**src/inc/lane_error_sync_monitor_consts.vh**
```
// Constants for the lane error and sync monitor register block.
`ifndef LANE_ERROR_SYNC_MONITOR_CONSTS_VH
`define LANE_ERROR_SYNC_MONITOR_CONSTS_VH

// ****************************************************************
// Register addresses
// ****************************************************************
`define ADDR_LANE_ALIGN_ENABLE   12'h46C
`define ADDR_DISPARITY_ERROR     12'h46D
`define ADDR_TABLE_MISS          12'h46E
`define ADDR_UNEXPECTED_CTRL     12'h46F
`define ADDR_SYMBOL_LOCK         12'h470
`define ADDR_FRAME_ALIGN         12'h471
`define ADDR_CHECKSUM_OK         12'h472
`define ADDR_LANE_INIT_ALIGN     12'h473

// ****************************************************************
// Reset values
// ****************************************************************
`define RST_LANE_ALIGN_ENABLE    8'h0F
`define RST_ZERO8                8'h00

// ****************************************************************
// Field positions
// ****************************************************************
`define CMD_IRQ_CLEAR_BIT        7
`define CMD_COUNTER_DISABLE_BIT  6
`define CMD_COUNTER_CLEAR_BIT    5
`define CMD_LANE_MSB             2
`define CMD_LANE_LSB             0
`define FLAG_IRQ_CLEAR_BIT       7
`define VEC_DISPARITY_BIT        7
`define VEC_TABLE_MISS_BIT       6
`define VEC_UNEXPECTED_BIT       5

// ****************************************************************
// Sizes and codes
// ****************************************************************
`define NUM_LANES                4
`define NUM_ERR_TYPES            3
`define NUM_COUNTERS             12
`define COUNT_MAX                8'hFF
`define SEL_UNUSED               2'h3
`define LANE_SEL_LIMIT           3'h4

`endif

```
**src/design/lane_error_sync_monitor.v**
```verilog
// Per-lane error counters, threshold flags, sync status and sync request logic.
//
// Behaviour
// - Eight-bit lane align enable register, bit x enables lane x, resets to 0xF.
// - Disparity status reads one flag per lane, set when count reaches threshold.
// - Table-miss status reads one flag per lane, set when count reaches threshold.
// - Unexpected control status reads one flag per lane, set at threshold.
// - Disparity command bit 7 clears the flag of the lane in bits 2..0 while its count is below threshold.
// - Disparity command bit 6 disables counting for the addressed lane.
// - Disparity command bit 5 zeroes the addressed lane's disparity counter.
// - Table-miss command: bit 7 clear flag, 6 disable, 5 zero counter, lane.
// - Unexpected command: bit 7 clear, 6 disable, 5 zero; bits 4..3 reserved.
// - Symbol lock reads per lane; writing bit 7 clears vector bit 0.
// - Any lane without symbol lock asserts the sync request output.
// - Frame align reads live per lane; writing bit 7 clears its interrupt.
// - Loss of frame alignment starts a new sync sequence automatically.
// - Checksum flag reads per lane; writing bit 7 clears vector bit 2.
// - Initial lane align reads per lane; writing bit 7 clears vector bit 3.
// - Loss of initial lane alignment also asserts the sync request output.
// - Vector bits 7, 6, 5 set when any lane's matching flag is set.
// - Readback returns selected lane's counter: 00 disp, 01 miss, 10 ctrl.
`timescale 1ns/1ps
`include "lane_error_sync_monitor_consts.vh"

module lane_error_sync_monitor (
  input  wire        sys_clk_i,                  // 40 MHz register clock
  input  wire        nrst_i,                     // Asynchronous reset, active low
  input  wire [11:0] reg_addr_i,                 // Register address
  input  wire [7:0]  reg_wdata_i,                // Register write data
  input  wire        reg_wr_i,                   // Write strobe, one cycle
  input  wire        reg_rd_i,                   // Read strobe, one cycle
  output wire [7:0]  reg_rdata_o,                // Read data, valid after read
  input  wire [7:0]  error_threshold_i,          // Shared error threshold
  input  wire [2:0]  readback_lane_select_i,     // Counter readback lane
  input  wire [1:0]  readback_counter_select_i,  // Counter readback type
  output wire [7:0]  error_count_o,              // Selected error counter
  input  wire [3:0]  disparity_error_i,          // Bad disparity event per lane
  input  wire [3:0]  table_miss_error_i,         // Not-in-table event per lane
  input  wire [3:0]  unexpected_ctrl_error_i,    // Unexpected control event per lane
  input  wire [3:0]  symbol_lock_i,              // Code group lock per lane
  input  wire [3:0]  frame_align_i,              // Frame alignment per lane
  input  wire [3:0]  checksum_ok_i,              // Last checksum good per lane
  input  wire [3:0]  lane_init_align_i,          // Initial lane alignment per lane
  output wire [7:0]  lane_align_enable_o,        // Deskew enable per lane
  output wire [7:0]  irq_vector_o,               // Aggregate interrupt vector
  output wire        sync_request_out_n_o,       // Sync request, active low
  output wire [3:0]  resync_start_o              // Per-lane resync pulse
);

  // ****************************************************************
  // State
  // ****************************************************************
  reg  [7:0] cnt_ff [0:`NUM_COUNTERS-1];
  reg [`NUM_COUNTERS-1:0] dis_ff;
  reg [`NUM_COUNTERS-1:0] flag_ff;
  reg [7:0]  align_ff;
  reg [7:0]  rdata_ff;
  reg [7:0]  count_ff;
  reg [3:0]  sync_irq_ff;
  reg [3:0]  lock_prev_ff;
  reg [3:0]  frame_prev_ff;
  reg [3:0]  chk_prev_ff;
  reg [3:0]  init_prev_ff;
  reg        sync_n_ff;
  reg [3:0]  resync_ff;
  reg [7:0]  nxt_rdata;
  wire [`NUM_COUNTERS-1:0] events;
  wire [3:0] loss;
  integer t;
  integer l;
  integer k;

  assign events = {unexpected_ctrl_error_i, table_miss_error_i, disparity_error_i};

  // A falling status bit on any lane raises that group's sticky interrupt.
  assign loss[0] = |(lock_prev_ff & ~symbol_lock_i);
  assign loss[1] = |(frame_prev_ff & ~frame_align_i);
  assign loss[2] = |(chk_prev_ff & ~checksum_ok_i);
  assign loss[3] = |(init_prev_ff & ~lane_init_align_i);

  // ****************************************************************
  // Decoding helpers
  // ****************************************************************
  function [11:0] type_addr;
    input integer ty;
    begin
      case (ty)
        0:       type_addr = `ADDR_DISPARITY_ERROR;
        1:       type_addr = `ADDR_TABLE_MISS;
        default: type_addr = `ADDR_UNEXPECTED_CTRL;
      endcase
    end
  endfunction

  // Lane field must match exactly, so lane numbers 4..7 address nothing.
  function cmd_hit;
    input integer ty;
    input integer ln;
    begin
      cmd_hit = reg_wr_i && (reg_addr_i == type_addr(ty)) &&
                (reg_wdata_i[`CMD_LANE_MSB:`CMD_LANE_LSB] == ln[2:0]);
    end
  endfunction

  function flag_wr;
    input [11:0] addr;
    begin
      flag_wr = reg_wr_i && (reg_addr_i == addr) && reg_wdata_i[`FLAG_IRQ_CLEAR_BIT];
    end
  endfunction

  // ****************************************************************
  // Read multiplexer
  // ****************************************************************
  // Command addresses read back status flags, so written command bits never read back.
  always @* begin
    nxt_rdata = `RST_ZERO8;
    case (reg_addr_i)
      `ADDR_LANE_ALIGN_ENABLE: nxt_rdata = align_ff;
      `ADDR_DISPARITY_ERROR:   nxt_rdata = {4'h0, flag_ff[3:0]};
      `ADDR_TABLE_MISS:        nxt_rdata = {4'h0, flag_ff[7:4]};
      `ADDR_UNEXPECTED_CTRL:   nxt_rdata = {4'h0, flag_ff[11:8]};
      `ADDR_SYMBOL_LOCK:       nxt_rdata = {4'h0, symbol_lock_i};
      `ADDR_FRAME_ALIGN:       nxt_rdata = {4'h0, frame_align_i};
      `ADDR_CHECKSUM_OK:       nxt_rdata = {4'h0, checksum_ok_i};
      `ADDR_LANE_INIT_ALIGN:   nxt_rdata = {4'h0, lane_init_align_i};
      default:                 nxt_rdata = `RST_ZERO8;
    endcase
  end

  // ****************************************************************
  // Counters, flags and registers
  // ****************************************************************
  always @(posedge sys_clk_i or negedge nrst_i) begin
    if (!nrst_i) begin
      for (k = 0; k < `NUM_COUNTERS; k = k + 1) begin
        cnt_ff[k] <= `RST_ZERO8;
      end
      dis_ff        <= {`NUM_COUNTERS{1'b0}};
      flag_ff       <= {`NUM_COUNTERS{1'b0}};
      align_ff      <= `RST_LANE_ALIGN_ENABLE;
      rdata_ff      <= `RST_ZERO8;
      count_ff      <= `RST_ZERO8;
      sync_irq_ff   <= 4'h0;
      lock_prev_ff  <= 4'h0;
      frame_prev_ff <= 4'h0;
      chk_prev_ff   <= 4'h0;
      init_prev_ff  <= 4'h0;
      sync_n_ff     <= 1'b0;
      resync_ff     <= 4'h0;
    end else begin
      if (reg_wr_i && (reg_addr_i == `ADDR_LANE_ALIGN_ENABLE)) begin
        align_ff <= reg_wdata_i;
      end
      if (reg_rd_i) begin
        rdata_ff <= nxt_rdata;
      end
      for (t = 0; t < `NUM_ERR_TYPES; t = t + 1) begin
        for (l = 0; l < `NUM_LANES; l = l + 1) begin
          k = t * `NUM_LANES + l;
          // Disable bit follows each write to the lane, so bit 6 low re-enables.
          if (cmd_hit(t, l)) begin
            dis_ff[k] <= reg_wdata_i[`CMD_COUNTER_DISABLE_BIT];
          end
          if (cmd_hit(t, l) && reg_wdata_i[`CMD_COUNTER_CLEAR_BIT]) begin
            cnt_ff[k] <= `RST_ZERO8;
          end else if (events[k] && !dis_ff[k] && (cnt_ff[k] != `COUNT_MAX)) begin
            cnt_ff[k] <= cnt_ff[k] + 8'h01;
          end
          // Threshold set wins over a clear arriving in the same cycle.
          if (cnt_ff[k] >= error_threshold_i) begin
            flag_ff[k] <= 1'b1;
          end else if (cmd_hit(t, l) && reg_wdata_i[`CMD_IRQ_CLEAR_BIT]) begin
            flag_ff[k] <= 1'b0;
          end
        end
      end
      lock_prev_ff  <= symbol_lock_i;
      frame_prev_ff <= frame_align_i;
      chk_prev_ff   <= checksum_ok_i;
      init_prev_ff  <= lane_init_align_i;
      sync_irq_ff[0] <= loss[0] | (sync_irq_ff[0] & ~flag_wr(`ADDR_SYMBOL_LOCK));
      sync_irq_ff[1] <= loss[1] | (sync_irq_ff[1] & ~flag_wr(`ADDR_FRAME_ALIGN));
      sync_irq_ff[2] <= loss[2] | (sync_irq_ff[2] & ~flag_wr(`ADDR_CHECKSUM_OK));
      sync_irq_ff[3] <= loss[3] | (sync_irq_ff[3] & ~flag_wr(`ADDR_LANE_INIT_ALIGN));
      // Request stays low until every lane holds both lock and initial alignment.
      sync_n_ff <= (&symbol_lock_i) & (&lane_init_align_i);
      resync_ff <= frame_prev_ff & ~frame_align_i;
      if ((readback_lane_select_i < `LANE_SEL_LIMIT) &&
          (readback_counter_select_i != `SEL_UNUSED)) begin
        count_ff <= cnt_ff[{readback_counter_select_i, readback_lane_select_i[1:0]}];
      end else begin
        count_ff <= `RST_ZERO8;
      end
    end
  end

  // ****************************************************************
  // Outputs
  // ****************************************************************
  assign reg_rdata_o          = rdata_ff;
  assign error_count_o        = count_ff;
  assign lane_align_enable_o  = align_ff;
  assign sync_request_out_n_o = sync_n_ff;
  assign resync_start_o       = resync_ff;
  // Vector comes straight from flip-flops: bits 7..5 OR each flag group, bits 3..0 direct.
  assign irq_vector_o = {|flag_ff[3:0], |flag_ff[7:4], |flag_ff[11:8], 1'b0,
                         sync_irq_ff};

endmodule

```
**config.mk**
```make
export PLATFORM = sky130hd
export DESIGN_NAME = lane_error_sync_monitor
export DESIGN_NICKNAME = d
export VERILOG_FILES = /design/src/design/lane_error_sync_monitor.v
export VERILOG_INCLUDE_DIRS = /design/src /design/src/inc
export SDC_FILE = /design/constraint.sdc
export NUM_CORES = 1
export LEC_CHECK = 0
export BUFFER_PORTS_ARGS = -buffer_cell sky130_fd_sc_hd__buf_2
export CORE_MARGIN = 4
export CORE_UTILIZATION = 25
export CTS_CLUSTER_DIAMETER = 40
export DETAILED_ROUTE_END_ITERATION = 8
export RECOVER_POWER = 50
export SYNTH_ARGS = -nofsm -noshare
export SYNTH_HDL_FRONTEND = slang
export SYNTH_SLANG_ARGS = --single-unit
```
**constraint.sdc**
```tcl
create_clock -name sys_clk_i -period 2.5 [get_ports sys_clk_i]
set_clock_uncertainty 0.1 [all_clocks]
set_input_delay 0.5 -clock sys_clk_i [delete_from_list [all_inputs] [get_ports sys_clk_i]]
set_output_delay 0.5 -clock sys_clk_i [all_outputs]
set_load 0.03 [all_outputs]
```
# --- Word-level counts from Yosys, hierarchy flattened ---
# Index checks and enable logic that the tools add are counted.
totals:
  output_inout_bits: 37
  input_bits: 65
  regBits: 169
  elab_cells: 338
classes:
  n_mux: 65
  n_lt_le_gt_ge: 14
  eq_ne: 36
  addsub: 12
  bitwise: 22
  reduce_logical: 143
op_table:
  columns: ["operator", "n"]
  rows:
  - ["$mux W8", 27]
  - ["$eq A12 B12 Y1", 12]
  - ["$mux W12", 12]
  - ["$logic_and A1 B1 Y1", 97]
  - ["$add A8 B1 Y8 const B", 12]
  - ["$eq A12 B11 Y1 const B", 8]
  - ["$ge A8 B8 Y1", 12]
  - ["$ne A8 B8 Y1 const B", 12]
  - ["$pmux W8 S8", 1]
  - ["$reduce_bool A2 Y1", 24]
  - ["$bmux W8 S4", 1]
  - ["$reduce_or A4 Y1", 7]
  - ["$mux W1", 24]
  - ["$and A4 B4 Y4", 4]
  - ["$not A4 Y4", 4]
  - ["$logic_not A1 Y1", 12]
  - ["$reduce_and A4 Y1", 2]
  - ["$eq A3 B2 Y1 const B", 2]
  - ["$and A1 B1 Y1", 5]
  - ["$ge A5 B5 Y1 const B", 1]
  - ["$not A4 Y5", 1]
  - ["$not A1 Y1", 4]
  - ["$or A1 B1 Y1", 4]
  - ["$eq A3 B1 Y1 const B", 1]
  - ["other kinds (3)", 3]

# --- Depth between registers and ports, before layout ---
# Gate-level depths: netlist of run 1.
depth:
  depth_word: 8
  mapped_depth: 6

# --- Least setup slack after synthesis of run 1 ---
# No wires, ideal clock.
synth_timing:
  path_kind: "input-to-reg"
  start: "input reg_addr_i[11]"
  end: "register align_ff[4] (netlist: lane_align_enable_o[4])"
  n_path_buf: 2
  setup_ns: 0.125
  path_stages: 6
  t_arrival_ns: 1.884
  path_slack_ns: 0.391
  cell_sequence: "nor4b_4 > and3_1 > buf_6 > and3_4 > buf_12 > mux2_4"
synth_via:
  elab_chain_len: 2
synth_rtl:
  columns: ["element", "line", "source"]
  rows:
  - ["start: declaration", "lane_error_sync_monitor.v:28", "input wire [11:0] reg_addr_i,"]
  - ["$eq A12 B11 Y1 (no line)", null, null]
  - ["$logic_and A1 B1 Y1", "lane_error_sync_monitor.v:152", "if (reg_wr_i && (reg_addr_i == `ADDR_LANE_ALIGN_ENABLE)) begin"]
  - ["end signal: assignment", "lane_error_sync_monitor.v:141", "align_ff <= `RST_LANE_ALIGN_ENABLE;"]
  - ["end signal: assignment", "lane_error_sync_monitor.v:153", "align_ff <= reg_wdata_i;"]
  - ["end: declaration", "lane_error_sync_monitor.v:56", "reg [7:0] align_ff;"]
# Every way passes these cells.
# A chain may end at the register's enable or synchronous reset.

# --- Final worst setup path of run 1 ---
layout_timing:
  start: "register flag_ff[7]"
  end: "output irq_vector_o[6]"
layout_via:
  elab_chain_len: 1
layout_rtl:
  columns: ["element", "line", "source"]
  rows:
  - ["start: declaration", "lane_error_sync_monitor.v:55", "reg [`NUM_COUNTERS-1:0] flag_ff;"]
  - ["start signal: assignment", "lane_error_sync_monitor.v:140", "flag_ff <= {`NUM_COUNTERS{1'b0}};"]
  - ["$reduce_or A4 Y1", "lane_error_sync_monitor.v:207", "assign irq_vector_o = {|flag_ff[3:0], |flag_ff[7:4], |flag_ff[11:8], 1'b0,"]
  - ["end: declaration", "lane_error_sync_monitor.v:45", "output wire [7:0] irq_vector_o,"]
# Every way passes these cells.

==> run summary, run 1 <==
Hold Crit Start = frame_align_i[0]
Max H-tree Level = 4
GPL Wtd Cong = 0.863
fin. max-slew vios = 0
Ys Warns = 0
initial antenna violation count = 6
Reg2Reg Depth = 5
Top FF cell, synth = dfrtp_1
Worst Hold End = frame_prev_ff[0]
Highest Clock Rate = 451 MHz
Vias = 9183
Util after Layout = 29.7%
post-synthesis net count = 1267
antenna-violating nets left = 0
Switching Fraction = 41.0%
Vert. Die Dim = 219 um
crit share post-route = 88.7%
Critical Path Sink Type = output pin
DRT iter0 DRCs = 750
Final Setup Violations = 0
Final nets = 1390
TritonCTS clock tree = done
Yosys top cell area share = 37.1%
Synth Register Bits = 169
clock slew at reported path FFs = 0.07 ns
post-synthesis cell area = 11100 um2
post-synthesis cell count = 1094
Psw = 4.74 mW
clock power share = 24.6%
PD cells = 884 nW/um2
Fin. Hold Viols = 0
maximum VDD drop = 507 uV
vias in the first global route = 8950
clock buffer depth = 2
dpl cell area = 12500 um2
Design Area, Final = 13100 um2
clk root buf = clkbuf_16
setup_tns = 0 ns
largest area contributor in the synthesized netlist = dfrtp_1
total congestion overflow = 0
clk sinks = 169
arrival time worst endpoint = 1.62 ns
relative slew slack = 21.5%
worst skew pair latency = 0.45 ns
Num CTS Buffers = 17
Critical Path Start Type = register
Synth cell types = 66
LEAKAGE = 5.80 nW
DRT Wirelength = 33300 um
All-Layer GR Usage = 13.6%
die span in x = 219 um
DRC violations left = 0
hold path depth = 1
layout cells sized above 1 = 16.3%
Internal = 6.83 mW
most frequent cells in the layout = 165 x dfrtp_1, 117 x nor2_1, 108 x ha_1, 83 x buf_2, 55 x mux2i_1
die area = 48000 um2
port bufs = 100
number of placement rows = 77
largest net degree at the start of global routing = 53
register area share after synthesis = 38.0%
status = complete, no violations
clock period minus worst slack = 2.22 ns
CTS resizes = 0
starting density of the core = 25.2%
flop-to-flop setup slack = 0.51 ns
number of synthesized flops with an enable pin = 0
core area = 44100 um2
WL/cell = 18.3 um
Worst Tran Pin Value = 1.18 ns
reg2reg end = cnt_ff[7]
first drt pass iteration count = 5
Seq pwr share = 42.2%
first-pass GRT wire length = 51000 um
most common cell after layout, fill and taps aside = dfrtp_1
Hold Worst Slack = 0.101 ns
syn avg cell area = 10.2 um2
CP max FO = 3
power share of the combinational group = 33.2%
min-delay worst type = in2reg
Worst Path Required = 1.90 ns
Crit Path Class = reg2out
num ports = 102
drt via density = 5.03
P&R area growth vs syn = 17.6%
RSZ-0062 raised after global routing = no
Post-DP HPWL = 25500 um
ys async rst share = 100%
Max-cap violations = 0
reg-to-reg startpoint = cnt_ff[1]
Synth area leaders = dfrtp_1 37%, ha_1 12%, mux2i_1 4.9%, nor2_1 3.9%, mux4_2 3.2%
==> state kept, by name, summed over array words and instances (netlist names) <==
register              count
cnt_ff                   96
dis_ff                   12
flag_ff                  12
error_count_o             8
lane_align_enable_o       8
reg_rdata_o               8
chk_prev_ff               4
frame_prev_ff             4
init_prev_ff              4
lock_prev_ff              4
resync_start_o            4
sync_irq_ff               4
sync_request_out_n_o      1
==> through the flow <==
stage	setup WS (ns)	cells	total power [mW]
final	0.283	1825	11.6
after global routing	0.162	1823	12.4
after floorplan	0.391	1094	7.24
after CTS	0.268	1822	11.6
after detailed placement	0.0557	1789	8.70
after global placement	0.0576	1789	8.54
==> repair_timing <==
action,in CTS,in global routing
hold buffers,1,0
endpoints found under the hold margin,39,0
buffers inserted,0,0
==> power groups by stage <==
stage | Combinational (mW) | Sequential (mW) | Clock, mW
floorplan | 2.86 | 4.38 | 0
global placement | 3.68 | 4.86 | 0
detailed placement | 3.82 | 4.88 | 0
CTS | 3.85 | 4.84 | 2.90
global route | 4.39 | 5.00 | 3.01
finish | 3.84 | 4.88 | 2.85
==> synth_stat cells (8+ instances only) <==
library cell and instances:
dfrtp_1 165, nor2_1 117, ha_1 108, mux2i_1 55, inv_1 52, o21ai_0 52, nand2_1 51, a211oi_1 32
a21oi_1 31, nand3_1 31, xnor2_1 28, nand2b_1 25, nor3_1 25, o211ai_1 23, nand4_1 20, nor2b_1 20
and4_1 17, a22oi_1 16, and3_1 16, mux4_2 16, xor2_1 16, a21o_1 15, clkbuf_1 13, a31oi_1 12
mux2_2 12, nand3b_1 9, nor4_4 9, mux2_4 8
==> worst max-delay path, cell delays in order (launching register included) <==
cell	delay, ns
dfrtp_1	0.41
or4_1	0.56
buf_2	0.20
==> how the worst max path moves through the flow <==
stage,start,to,slack [ns],cells past startpoint
2_1_floorplan,reg_addr_i[11],lane_align_enable_o[4],0.39,6
3_5_place_dp,reg_addr_i[11],cnt_ff[79],0.06,5
3_3_place_gp,reg_addr_i[11],flag_ff[8],0.06,6
6_report,flag_ff[7],irq_vector_o[6],0.28,2
4_1_cts,flag_ff[7],irq_vector_o[6],0.27,2
5_1_grt,nrst_i,cnt_ff[30],0.16,3
==> routing by layer <==
layer / global-route usage [%] / vias to the layer above / routed length, um
met5: 0 / - / 41
met4: 4.42 / 6 / 838
met3: 2.73 / 58 / 2120
met2: 22.2 / 296 / 15200
met1: 18.2 / 4481 / 15100
li1: - / 4342 / -
==> layout make-up <==
cell class | count | area (um2)
clock inverters | 15 | 198
repair buffers | 126 | 702
multi-input cells | 851 | 6580
well taps | 592 | 741
inverters | 52 | 195
diodes | 3 | 7.51
flip-flops and latches | 169 | 4230
clock buffers | 17 | 425
fillers | 4655 | 31000
==> logic make-up (layout without fill, tap and decap cells) <==
logic type      after synthesis  in the layout  synth area share, %
mux                          91             91                 10.5
fa+ha+maj                   108            108                 12.1
other cells                   1              4               0.0337
flops                       169            169                 38.0
buf+inv                      74            210                 2.80
compound gates              216            216                 12.8
simple gates                391            391                 20.2
xor+xnor                     44             44                 3.46
No activity file was read; power rests on OpenSTA's default activity.
==> run 2, diff against run 1 <==
--- a/config.mk
+++ b/config.mk
@@ -7,7 +7,7 @@
 export NUM_CORES = 1
 export LEC_CHECK = 0
 export BUFFER_PORTS_ARGS = -buffer_cell sky130_fd_sc_hd__buf_2
-export CORE_MARGIN = 4
+export CORE_MARGIN = 5
 export CORE_UTILIZATION = 25
 export CTS_CLUSTER_DIAMETER = 40
 export DETAILED_ROUTE_END_ITERATION = 8
==> run 2 against run 1 <==
  * Sequential share of layout area hardly changed
  * Register-to-register slack better by 0.03 ns
  * Worst setup slack worse by 0.040 ns
  * Clock power is 3% lower
  * First-iteration DRC count is 8.3% higher
  * Core utilization hardly changed
  * Fmax is 1.8% lower
  * Die area is 1.8% higher
  * Sequential cell count stayed put
  * Worst hold slack worse by 0.00065 ns
  * Sequential power hardly changed
  * Global-route usage is 0.12 points lower
==> run summary, run 2 (synthesis gave the netlist of run 1 again) <==
port bufs = 100
Largest register FFs = 96
num ports = 102
Inst Count DP = 1788
DRT Wirelength = 33500 um
status = complete, no violations
clock slew at reported path FFs = 0.09 ns
initial antenna violation count = 4
Reg2Reg Depth = 4
Vert. Die Dim = 221 um
Util after Layout = 29.6%
TritonCTS clock tree = done
Max H-tree Level = 4
CTS resizes = 0
setup_tns = 0 ns
Critical Path Max Stage Delay = 0.58 ns
drt via density = 5.06
hold path depth = 1
core area = 44100 um2
Max-cap violations = 0
DRC violations left = 0
GPL Wtd Cong = 0.901
PD cells = 876 nW/um2
Hold Worst Slack = 0.101 ns
clock buffer depth = 2
first-pass GRT wire length = 53100 um
LEAKAGE = 5.78 nW
min-delay worst type = in2reg
Worst Path Required = 1.90 ns
Worst path depth = 2
die area = 48800 um2
Top Family by Delay on Critical Path = simple AND/OR/NAND/NOR gates
Fin. Hold Viols = 0
Setup Buffers After CTS = 0
fin. max-slew vios = 0
DRT iter0 DRCs = 812
first drt pass iteration count = 5
clock period minus worst slack = 2.26 ns
maximum VDD drop = 539 uV
Final nets = 1389
number of placement rows = 77
Crit Path Class = reg2out
Final Setup Violations = 0
critical-path cell list = or4_1, buf_2
WL/cell = 18.4 um
vias in the first global route = 9055
Finished Layout Cells = 1823
Regs by FF count = cnt_ff (96), dis_ff (12), flag_ff (12)
CP Buf/Inv Count = 1
arrival time worst endpoint = 1.66 ns
critical path's slowest cell = or4_1
most frequent cells in the layout = 165 x dfrtp_1, 117 x nor2_1, 108 x ha_1, 79 x buf_2, 55 x mux2i_1
Post-DP HPWL = 25500 um
P&R area growth vs syn = 17.4%
RSZ-0062 raised after global routing = no
Critical Path Start Type = register
worst skew pair latency = 0.44 ns
CP max FO = 3
starting density of the core = 25.2%
Worst Tran Pin Value = 0.700 ns
largest net degree at the start of global routing = 57
Vias = 9223
Critical Path Sink Type = output pin
Num CTS Buffers = 17
largest register by flop count = cnt_ff
clk sinks = 169
relative slew slack = 53.3%
total congestion overflow = 0
layout cells sized above 1 = 15.9%
clk root buf = clkbuf_16
antenna-violating nets left = 0
die span in x = 221 um
Highest Clock Rate = 443 MHz
crit share post-route = 90.3%
flop-to-flop setup slack = 0.54 ns
most common cell after layout, fill and taps aside = dfrtp_1
All-Layer GR Usage = 13.5%
[run 2: stage by stage]
step | area [um2] | power [mW] | setup slack, ns
after CTS | 13100 | 11.5 | 0.249
after global placement | 12500 | 8.51 | 0.0910
after detailed placement | 12500 | 8.70 | 0.0720
after global routing | 13100 | 12.3 | 0.231
final | 13100 | 11.4 | 0.243
after floorplan | 11100 | 7.24 | 0.391
[run 2: worst paths after layout]
check,start,end
worst max register to register,cnt_ff[42],cnt_ff[45]
worst min register to register,init_prev_ff[3],sync_irq_ff[3]
worst min-delay path,frame_align_i[1],frame_prev_ff[1]
worst max-delay path,flag_ff[7],irq_vector_o[6]
min in group asynchronous,nrst_i,resync_start_o[2]
max in group asynchronous,nrst_i,cnt_ff[41]
[run 2: report_power, final]
| group | internal, mW | switching (mW) | total, mW |
|---|---|---|---|
| Clock | 1.37 | 1.39 | 2.77 |
| Combinational | 1.80 | 2.02 | 3.82 |
| Sequential | 3.48 | 1.39 | 4.86 |
[run 2: area by class of cell]
cell class                      count  area (um2)
Timing Repair Buffer              125         694
Antenna cell                        2        5.00
Clock buffer                       17         425
Tap cell                          592         741
Fill cell                        4597       31100
Multi-Input combinational cell    851        6580
Clock inverter                     15         190
Inverter                           52         195
Sequential cell                   169        4230
[run 2: repair_timing]
action,4_1_cts,5_1_grt
endpoints found under the setup margin,0,0
hold buffers,1,0
hold endpoints to repair,49,0
[run 2: per-layer routing]
layer / part of all wire (%) / vias up / track usage (%)
met2: 44 / 294 / 21.0
met4: 2.5 / 2 / 3.98
met1: 46 / 4517 / 18.9
met3: 6.7 / 52 / 3.13
li1: - / 4358 / -
met5: 0.036 / - / 0
